<file path="src/rtl/sdc_pkg.sv">
/*
  Shared constants and types for the synchronous DRAM command block.
  Assumes a single 50 MHz clock and commands sampled on its rising edge.
*/
package sdc_pkg;
  localparam int ROW_W = 12;
  localparam int COL_W = 8;
  localparam int BANK_W = 2;
  localparam int BANKS = 4;
  localparam int DQ_W = 16;
  localparam int LANES = 2;
  localparam int LANE_W = 8;
  localparam int AP_BIT = 10;
  localparam int MEM_COL_W = 4;
  localparam int MEM_IDX_W = BANK_W + MEM_COL_W;
  localparam int MEM_DEPTH = 64;
  localparam int FIFO_DEPTH = 4;
  localparam int REF_CNT_W = BANK_W + ROW_W;
  localparam logic [ROW_W-1:0] MODE_RST = 12'h000;
  localparam int BL_LSB = 0;
  localparam int CL_LSB = 4;
  localparam logic [2:0] BL_1 = 3'h0;
  localparam logic [2:0] BL_2 = 3'h1;
  localparam logic [2:0] BL_4 = 3'h2;
  localparam logic [2:0] BL_8 = 3'h3;
  localparam logic [2:0] BL_FULL = 3'h7;
  localparam logic [2:0] CL_3 = 3'h3;
  localparam int CLK_MHZ = 50;
  localparam int REFRESH_WINDOW_MS = 64;
  localparam int REFRESH_ROWS = 4096;
  localparam int SELF_TICK_NS = REFRESH_WINDOW_MS * 1000000 / REFRESH_ROWS;
  localparam int SELF_TICK_CYC = SELF_TICK_NS * CLK_MHZ / 1000;
  localparam int TICK_W = 10;
  // {cs, row strobe, column strobe, write strobe}, all active low
  typedef enum logic [3:0] {
    SDC_LMR = 4'h0,
    SDC_REF = 4'h1,
    SDC_PRE = 4'h2,
    SDC_ACT = 4'h3,
    SDC_WR = 4'h4,
    SDC_RD = 4'h5,
    SDC_BST = 4'h6,
    SDC_NOP = 4'h7
  } sdc_cmd_t;
  typedef enum logic [0:0] {
    SDC_RUN = 1'b0,
    SDC_SELF = 1'b1
  } sdc_pwr_t;
  typedef struct packed {
    logic [MEM_IDX_W-1:0] idx;
    logic [LANES-1:0] mask;
    logic [DQ_W-1:0] data;
  } sdc_wr_t;
  typedef struct packed {
    logic valid;
    logic [DQ_W-1:0] data;
  } sdc_rd_t;
endpackage : sdc_pkg

</file>
<file path="src/rtl/sdc_device.sv">
/*
  Synchronous DRAM device command logic with a write FIFO and a small
  flop array. Assumes the controller drives all inputs synchronous to clk.
*/
// Contract
// - READ bursts from bank at given column
// - Flag line high closes row after read
// - Read lanes follow mask two clocks earlier
// - WRITE bursts into bank, flag picks precharge
// - Write mask in same cycle blocks byte
// - PRECHARGE closes one bank or all
// - Auto precharge closes row after burst
// - Refresh row and bank generated internally
// - Clock enable fall enters self refresh
// - Self refresh holds while enable low
// - BURST TERMINATE truncates latest burst
// - Inhibit registers nothing, work continues
// - NOP registers no command
// - Mode register loads only when idle
// - ACTIVE opens row until precharge
// - Encodings for inhibit, NOP, ACTIVE, READ, WRITE
// - Encodings for terminate, precharge, refresh, mode
// - Refresh code with enable low enters self
// - Two masks govern lower and upper bytes
`timescale 1ns/1ns
`default_nettype none

module sdc_fifo #(
  parameter int WIDTH = 8,
  parameter int DEPTH = 4
) (
  input wire logic clk,
  input wire logic resetn,
  input wire logic in_valid,
  output logic in_ready,
  input wire logic [WIDTH-1:0] in_data,
  output logic out_valid,
  input wire logic out_ready,
  output logic [WIDTH-1:0] out_data
);
  localparam int AW = $clog2(DEPTH);
  localparam logic [AW:0] FULL_CNT = (AW+1)'(DEPTH);
  logic [WIDTH-1:0] mem_r [DEPTH];
  logic [AW-1:0] wp_r, wp_nxt, rp_r, rp_nxt;
  logic [AW:0] cnt_r, cnt_nxt;
  logic rdy_r, rdy_nxt;
  logic push, pop;

  // Ready comes from a flop so the port carries no comparator
  assign in_ready = rdy_r;
  assign out_valid = (cnt_r != '0);
  assign out_data = mem_r[rp_r];
  assign push = in_valid & in_ready;
  assign pop = out_valid & out_ready;

  always_comb begin
    wp_nxt = push ? AW'((wp_r + 1'b1) % DEPTH) : wp_r;
    rp_nxt = pop ? AW'((rp_r + 1'b1) % DEPTH) : rp_r;
    cnt_nxt = cnt_r + (AW+1)'(push) - (AW+1)'(pop);
    rdy_nxt = (cnt_nxt != FULL_CNT);
  end

  always_ff @(posedge clk or negedge resetn) begin
    if (!resetn) begin
      wp_r <= '0;
      rp_r <= '0;
      cnt_r <= '0;
      rdy_r <= 1'b1;
    end else begin
      wp_r <= wp_nxt;
      rp_r <= rp_nxt;
      cnt_r <= cnt_nxt;
      rdy_r <= rdy_nxt;
    end
  end

  for (genvar e = 0; e < DEPTH; e++) begin : g_ent
    always_ff @(posedge clk or negedge resetn) begin
      if (!resetn) begin
        mem_r[e] <= '0;
      end else if (push && wp_r == AW'(e)) begin
        mem_r[e] <= in_data;
      end
    end
  end
endmodule : sdc_fifo

module sdc_device
  import sdc_pkg::*;
(
  input wire logic clk,
  input wire logic resetn,
  input wire logic cke,
  input wire logic cs_n,
  input wire logic ras_n,
  input wire logic cas_n,
  input wire logic we_n,
  input wire logic bank_select_lo,
  input wire logic bank_select_hi,
  input wire logic [ROW_W-1:0] addr,
  input wire logic lower_byte_mask,
  input wire logic upper_byte_mask,
  input wire logic [DQ_W-1:0] dq_in,
  output logic [DQ_W-1:0] dq_out,
  output logic [LANES-1:0] dq_oe,
  output logic write_ready,
  output logic [BANKS-1:0] bank_open,
  output logic [ROW_W-1:0] mode_reg,
  output logic self_refresh,
  output logic [REF_CNT_W-1:0] refresh_count
);
  logic [BANK_W-1:0] bank;
  logic precharge_flag_line;
  logic [LANES-1:0] mask;
  logic [3:0] cmd;
  logic go, beat, cl3;
  logic [8:0] bl_len;
  logic [BANKS-1:0] open_r, open_nxt;
  logic [ROW_W-1:0] row_r [BANKS];
  logic [ROW_W-1:0] row_nxt [BANKS];
  logic [ROW_W-1:0] mode_r, mode_nxt;
  sdc_pwr_t pwr_r, pwr_nxt;
  logic cke_prev_r;
  logic [REF_CNT_W-1:0] ref_r, ref_nxt;
  logic [TICK_W-1:0] tick_r, tick_nxt;
  logic burst_r, burst_nxt, wr_r, wr_nxt, ap_r, ap_nxt, full_r, full_nxt;
  logic [BANK_W-1:0] bb_r, bb_nxt;
  logic [COL_W-1:0] col_r, col_nxt;
  logic [8:0] left_r, left_nxt;
  logic wr_push, rd_fetch, is_rw;
  logic [MEM_IDX_W-1:0] acc_idx;
  sdc_wr_t push_w, pop_w;
  logic pop_valid, pop_ready;
  logic [DQ_W-1:0] mem_r [MEM_DEPTH];
  sdc_rd_t p1_r, p1_nxt, p2_r, p2_nxt, sel;
  logic [LANES-1:0] dqm_d1_r, oe_nxt, oe_r;
  logic [DQ_W-1:0] dq_nxt, dq_r;

  assign bank = {bank_select_hi, bank_select_lo};
  assign precharge_flag_line = addr[AP_BIT];
  assign mask = {upper_byte_mask, lower_byte_mask};
  // command decode, chip select high is inhibit
  assign cmd = {cs_n, ras_n, cas_n, we_n};
  // inhibit and NOP fall to no action below
  assign go = cke & (pwr_r == SDC_RUN) & ~cs_n;
  assign beat = burst_r & cke & (pwr_r == SDC_RUN);
  assign cl3 = (mode_r[CL_LSB +: 3] == CL_3);
  assign is_rw = go & (cmd == SDC_RD || cmd == SDC_WR);

  always_comb begin
    case (mode_r[BL_LSB +: 3])
      BL_2: bl_len = 9'h002;
      BL_4: bl_len = 9'h004;
      BL_8: bl_len = 9'h008;
      BL_FULL: bl_len = 9'h100;
      default: bl_len = 9'h001;
    endcase
  end

  always_comb begin
    open_nxt = open_r;
    row_nxt = row_r;
    mode_nxt = mode_r;
    pwr_nxt = pwr_r;
    ref_nxt = ref_r;
    tick_nxt = tick_r;
    burst_nxt = burst_r;
    wr_nxt = wr_r;
    ap_nxt = ap_r;
    full_nxt = full_r;
    bb_nxt = bb_r;
    col_nxt = col_r;
    left_nxt = left_r;
    // close at last beat, full page wraps until stopped
    if (beat) begin
      col_nxt = col_r + 8'h01;
      if (!full_r) begin
        left_nxt = left_r - 9'h001;
        if (left_r == 9'h001) begin
          burst_nxt = 1'b0;
          if (ap_r) begin
            open_nxt[bb_r] = 1'b0;
          end
        end
      end
    end
    if (go) begin
      case (cmd)
        SDC_ACT: begin
          open_nxt[bank] = 1'b1;
          row_nxt[bank] = addr;
        end
        SDC_RD, SDC_WR: begin
          wr_nxt = (cmd == SDC_WR);
          bb_nxt = bank;
          col_nxt = addr[COL_W-1:0] + 8'h01;
          left_nxt = bl_len - 9'h001;
          full_nxt = (bl_len == 9'h100);
          burst_nxt = (bl_len != 9'h001);
          ap_nxt = precharge_flag_line;
          if (bl_len == 9'h001 && precharge_flag_line) begin
            open_nxt[bank] = 1'b0;
          end
        end
        SDC_BST: begin
          burst_nxt = 1'b0;
        end
        SDC_PRE: begin
          if (precharge_flag_line) begin
            open_nxt = '0;
            burst_nxt = 1'b0;
          end else begin
            open_nxt[bank] = 1'b0;
            if (bank == bb_r) begin
              burst_nxt = 1'b0;
            end
          end
        end
        SDC_REF: begin
          ref_nxt = ref_r + 14'h0001;
        end
        SDC_LMR: begin
          if (open_r == '0) begin
            mode_nxt = addr;
          end
        end
        default: begin
        end
      endcase
    end
    case (pwr_r)
      SDC_RUN: begin
        if (cke_prev_r && !cke && !cs_n && cmd == SDC_REF) begin
          pwr_nxt = SDC_SELF;
          tick_nxt = '0;
          burst_nxt = 1'b0;
        end
      end
      SDC_SELF: begin
        if (tick_r == TICK_W'(SELF_TICK_CYC - 1)) begin
          tick_nxt = '0;
          ref_nxt = ref_r + 14'h0001;
        end else begin
          tick_nxt = tick_r + 10'h001;
        end
        if (cke) begin
          pwr_nxt = SDC_RUN;
        end
      end
      default: pwr_nxt = SDC_RUN;
    endcase
  end

  always_ff @(posedge clk or negedge resetn) begin
    if (!resetn) begin
      open_r <= '0;
      row_r <= '{default: '0};
      mode_r <= MODE_RST;
      pwr_r <= SDC_RUN;
      cke_prev_r <= 1'b0;
      ref_r <= '0;
      tick_r <= '0;
      burst_r <= 1'b0;
      wr_r <= 1'b0;
      ap_r <= 1'b0;
      full_r <= 1'b0;
      bb_r <= '0;
      col_r <= '0;
      left_r <= '0;
    end else begin
      open_r <= open_nxt;
      row_r <= row_nxt;
      mode_r <= mode_nxt;
      pwr_r <= pwr_nxt;
      cke_prev_r <= cke;
      ref_r <= ref_nxt;
      tick_r <= tick_nxt;
      burst_r <= burst_nxt;
      wr_r <= wr_nxt;
      ap_r <= ap_nxt;
      full_r <= full_nxt;
      bb_r <= bb_nxt;
      col_r <= col_nxt;
      left_r <= left_nxt;
    end
  end

  // Any other command in the cycle cuts the running beat
  always_comb begin
    wr_push = 1'b0;
    rd_fetch = 1'b0;
    acc_idx = {bb_r, col_r[MEM_COL_W-1:0]};
    if (is_rw) begin
      wr_push = (cmd == SDC_WR);
      rd_fetch = (cmd == SDC_RD);
      acc_idx = {bank, addr[MEM_COL_W-1:0]};
    end else if (beat && !(go && cmd != SDC_NOP)) begin
      wr_push = wr_r;
      rd_fetch = ~wr_r;
    end
  end

  assign push_w = '{idx: acc_idx, mask: mask, data: dq_in};
  // Reads own the array port; the FIFO backs up while a read runs
  assign pop_ready = ~rd_fetch;

  sdc_fifo #(
    .WIDTH($bits(sdc_wr_t)),
    .DEPTH(FIFO_DEPTH)
  ) u_wr_fifo (
    .clk(clk),
    .resetn(resetn),
    .in_valid(wr_push),
    .in_ready(write_ready),
    .in_data(push_w),
    .out_valid(pop_valid),
    .out_ready(pop_ready),
    .out_data(pop_w)
  );

  for (genvar w = 0; w < MEM_DEPTH; w++) begin : g_word
    for (genvar l = 0; l < LANES; l++) begin : g_lane
      always_ff @(posedge clk or negedge resetn) begin
        if (!resetn) begin
          mem_r[w][l*LANE_W +: LANE_W] <= '0;
        end else if (pop_valid && pop_ready && pop_w.idx == MEM_IDX_W'(w)
                     && !pop_w.mask[l]) begin
          mem_r[w][l*LANE_W +: LANE_W] <= pop_w.data[l*LANE_W +: LANE_W];
        end
      end
    end
  end

  always_comb begin
    p1_nxt = p1_r;
    p2_nxt = p2_r;
    if (cke) begin
      p1_nxt = '{valid: rd_fetch, data: mem_r[acc_idx]};
      p2_nxt = p1_r;
    end
    sel = cl3 ? p2_r : p1_r;
    dq_nxt = sel.data;
    // mask registered one edge before the data edge
    oe_nxt = {LANES{sel.valid}} & ~dqm_d1_r;
  end

  always_ff @(posedge clk or negedge resetn) begin
    if (!resetn) begin
      p1_r <= '0;
      p2_r <= '0;
      dqm_d1_r <= '1;
      oe_r <= '0;
      dq_r <= '0;
    end else begin
      p1_r <= p1_nxt;
      p2_r <= p2_nxt;
      dqm_d1_r <= mask;
      oe_r <= oe_nxt;
      dq_r <= dq_nxt;
    end
  end

  assign dq_out = dq_r;
  assign dq_oe = oe_r;
  assign bank_open = open_r;
  assign mode_reg = mode_r;
  assign self_refresh = (pwr_r == SDC_SELF);
  assign refresh_count = ref_r;
endmodule : sdc_device

`default_nettype wire

</file>
<file path="config.mk">
export PLATFORM = sky130hd
export DESIGN_NAME = sdc_device
export DESIGN_NICKNAME = d
export VERILOG_FILES = /design/src/rtl/sdc_pkg.sv /design/src/rtl/sdc_device.sv
export SDC_FILE = /design/constraint.sdc
export NUM_CORES = 2
export LEC_CHECK = 0
export ABC_AREA = 1
export BUFFER_PORTS_ARGS = -buffer_cell sky130_fd_sc_hd__clkbuf_2
export CELL_PAD_IN_SITES_DETAIL_PLACEMENT = 0
export CELL_PAD_IN_SITES_GLOBAL_PLACEMENT = 2
export CORE_MARGIN = 2
export CORE_UTILIZATION = 40
export CTS_BUF_LIST = sky130_fd_sc_hd__clkbuf_8
export CTS_CLUSTER_DIAMETER = 80
export CTS_CLUSTER_SIZE = 20
export DETAILED_ROUTE_END_ITERATION = 7
export PLACE_DENSITY = 0.93
export SLEW_MARGIN = 20
export SYNTH_ARGS = -nofsm -noshare
export SYNTH_HDL_FRONTEND = slang
export SYNTH_HIERARCHICAL = 1
export SYNTH_SLANG_ARGS = --single-unit
</file>
<file path="constraint.sdc">
create_clock -name clk -period 3.6 [get_ports clk]
set_clock_uncertainty 0.1 [all_clocks]
set_input_delay 0.36 -clock clk [delete_from_list [all_inputs] [get_ports clk]]
set_output_delay 0.36 -clock clk [all_outputs]
set_load 0.05 [all_outputs]
</file>
==> flow_metrics.tcl <==
set metrics [dict create \
    drive_above_1_share 0.0726 \
    synth-seq-cells 1243 \
    hold_class "in -> reg" \
    cts_made_buffers 82 \
    first_iter_violations 4768 \
    worstMarginPinSlew_ps 826 \
    rr_endpoint "mem_r[898]" \
    max_freq_ghz 0.292 \
    p_leak_nw 30.6 \
    cp_max_fo 32 \
    start_kind "input pin" \
    relSlewSlack 0.449 \
    grt_setup_unrepaired "false" \
    maxCapViolCount 0 \
    postRouteAntennaNets 0 \
    worst_slack_ps 171 \
    period_needed_ps 3430 \
    hold_viol 0 \
    crit_slowest_cell "dlygate4sd3_1" \
    port_buffers 88 \
    nFillCells 15500 \
    endpoint_kind "flip-flop" \
    drv_slew 0 \
    largest_reg_flops 1024 \
    vias 51000 \
    cts_sinks 1243 \
    grt_usage 0.244 \
    rr_startpoint "u_wr_fifo/rp_r[0]" \
    die-area_sq_um 156000 \
    mostFrequentLayoutCells "nand2_1, dfrtp_1, nand3_1" \
    grt_pass1_wl_um 298000 \
    cp_top_family "buffers and inverters" \
    required_ps 4270 \
    pre_cts_ws_ps 173 \
    area_growth_pct 8.69 \
    placed_cells 9468 \
    fin_hold_ws_ps 102 \
    crit_top_cell "nand3_1" \
    ir_worst_vdd_mv 0.721 \
    cts_tree "built" \
    core_sq_um 152000 \
    yosysUniqueCellTypes 42 \
    ys_seq_area_frac 0.509 \
    post-route-period-util 0.952 \
    ios 89 \
    overflow 0 \
    reg.largest.list "mem_r: 1024 flops, u_wr_fifo/mem_r: 96 flops" \
    dieWidth_um 395 \
    clockBufferDepth 3 \
    synth_nets 7744 \
    final_common_cell "nand2_1" \
    antenna_found_initial 4 \
    ys_warn_count 6 \
    hpwlAfterDp_um 120000 \
    fin_util 0.437 \
    p_per_area_nw_per_um2 836 \
    cp.arrival_ps 4100 \
    fin_nets 7631 \
    grt_pass1_vias 48300 \
    grt_max_degree 130 \
    reg2regPathDepth 8 \
    cp.depth 19 \
    top_register "mem_r" \
    avgSynthCellArea_sq_um 7.94 \
    gp_congestion 0.924 \
    critPathMaxStageDelay_ps 630 \
    crit_end "p1_r[13]" \
    layout.cells.non_filler 9660 \
    clkTransAtPathRegs_ps 130 \
    synthesis.instances 7691 \
    start_util 0.402 \
    status "finished clean" \
    p_total_mw 55.5 \
    crit_start "cs_n" \
    crit_buf_inv 6 \
    drc_errors 0 \
    wl_um 191000 \
    htree_levels 3 \
    die_h_um 395 \
    finalSetupViolCount 0 \
    finalSetupTns_ps 0 \
    placed_area_sq_um 64100 \
    final_area_sq_um 66400 \
    root_buffer "clkbuf_8" \
    wire_per_inst_um 19.8 \
    path_class "in -> reg" \
    clk_latency_ps 860 \
    syn_area_sq_um 61100 \
    fp-row-count 143 \
    drt-pass1-iter-count 6 \
    reg2reg_setup_slack_ps 190 \
    drt-vias-per-instance 5.28 \
    path_cells "dlygate4sd3_1 -> clkbuf_2 -> nor2_1 -> dlygate4sd3_1 -> nand3_4 -> buf_4 -> nand2_8 -> nand2_8 -> buf_12 -> buf_4 -> nand2_1 -> nand3_1 -> nand3_1 -> nand3_1 -> nand3_1 -> nand3_1 -> nand2_1 -> nand2_1 -> nand2_1" \
]
## timing repair
| action | 4_1_cts | 5_1_grt |
|---|---|---|
| hold endpoints to repair | 1090 | 0 |
| gates resized for setup | 0 | 10 |
| setup buffers | 0 | 8 |
| setup endpoints to repair | 0 | 46 |
| hold buffers | 48 | 0 |
## synth_stat cells, drive strengths merged
cell type  instances  area share
a2111oi            1     0.00014
a21oi             11     0.00090
buf              336       0.029
clkbuf           234       0.014
clkinv            17      0.0010
dfrtp           1240        0.51
dfstp              3      0.0013
fa                 1     0.00033
ha                13      0.0027
inv              764       0.047
mux2               8      0.0015
nand2           2035        0.13
nand3           1207        0.10
nand3b           355       0.044
nand4              7     0.00072
nor2             161       0.010
nor3              10     0.00082
nor3b              1     0.00012
nor4               3     0.00031
o21ai           1246        0.10
o21bai             1     0.00012
o221ai             1     0.00014
o22ai              8     0.00092
o311ai             1     0.00014
o32ai              2     0.00029
or2                1     0.00010
xnor2              9      0.0013
xor2              15      0.0022
## final cells by class
class / count / area, sq um / share of cell area
timing repair buffer: 373 / 3700 / 0.0557
clock inverter: 44 / 355 / 0.00535
antenna: 1 / 2.50 / 0.0000377
clock buffer: 91 / 1250 / 0.0189
inverter: 781 / 2940 / 0.0444
multi-input combinational: 5097 / 24500 / 0.369
tap: 2030 / 2540 / 0.0383
sequential: 1243 / 31100 / 0.469
## report_power, final
| group | internal, mW | switching (mW) |
|---|---|---|
| clock network | 2.53 | 5.01 |
| registers | 18.0 | 2.35 |
| logic | 8.53 | 19.0 |
## layer usage
layer / up-vias / track usage / part of all wire
met5: - / 0 / 0
met3: 205 / 0.0357 / 0.060
met2: 1359 / 0.387 / 0.46
met4: 0 / 0.0592 / 0.020
met1: 24900 / 0.349 / 0.46
li1: 24600 / - / -
## worst register-to-register path: cells and delay by family, from the launching register on
family / cells / cell delay [ps]
buffers and inverters: 2 / 640
AOI/OAI and AO/OA: 2 / 560
and+or+nand+nor: 4 / 1410
DFF: 1 / 650
## worst min path at each step
| stage | from | end | slack (ps) | cells past startpoint |
|---|---|---|---|---|
| after CTS | upper_byte_mask | dqm_d1_r[1] | 40 | 2 |
| after floorplan | resetn | ap_r | -40 | 0 |
| after detailed placement | resetn | mem_r[905] | 190 | 1 |
| final | upper_byte_mask | dqm_d1_r[1] | 100 | 2 |
| after global placement | resetn | mem_r[905] | 190 | 1 |
| after global routing | upper_byte_mask | dqm_d1_r[1] | 80 | 2 |
## cells by family after synthesis
group / share of synthesized area
compound gates: 0.106
fa+ha+maj: 0.00299
flops: 0.509
buf+inv: 0.0919
simple gates: 0.285
xor+xnor: 0.00344
mux: 0.00148
No activity file was read; power rests on OpenSTA's default activity.
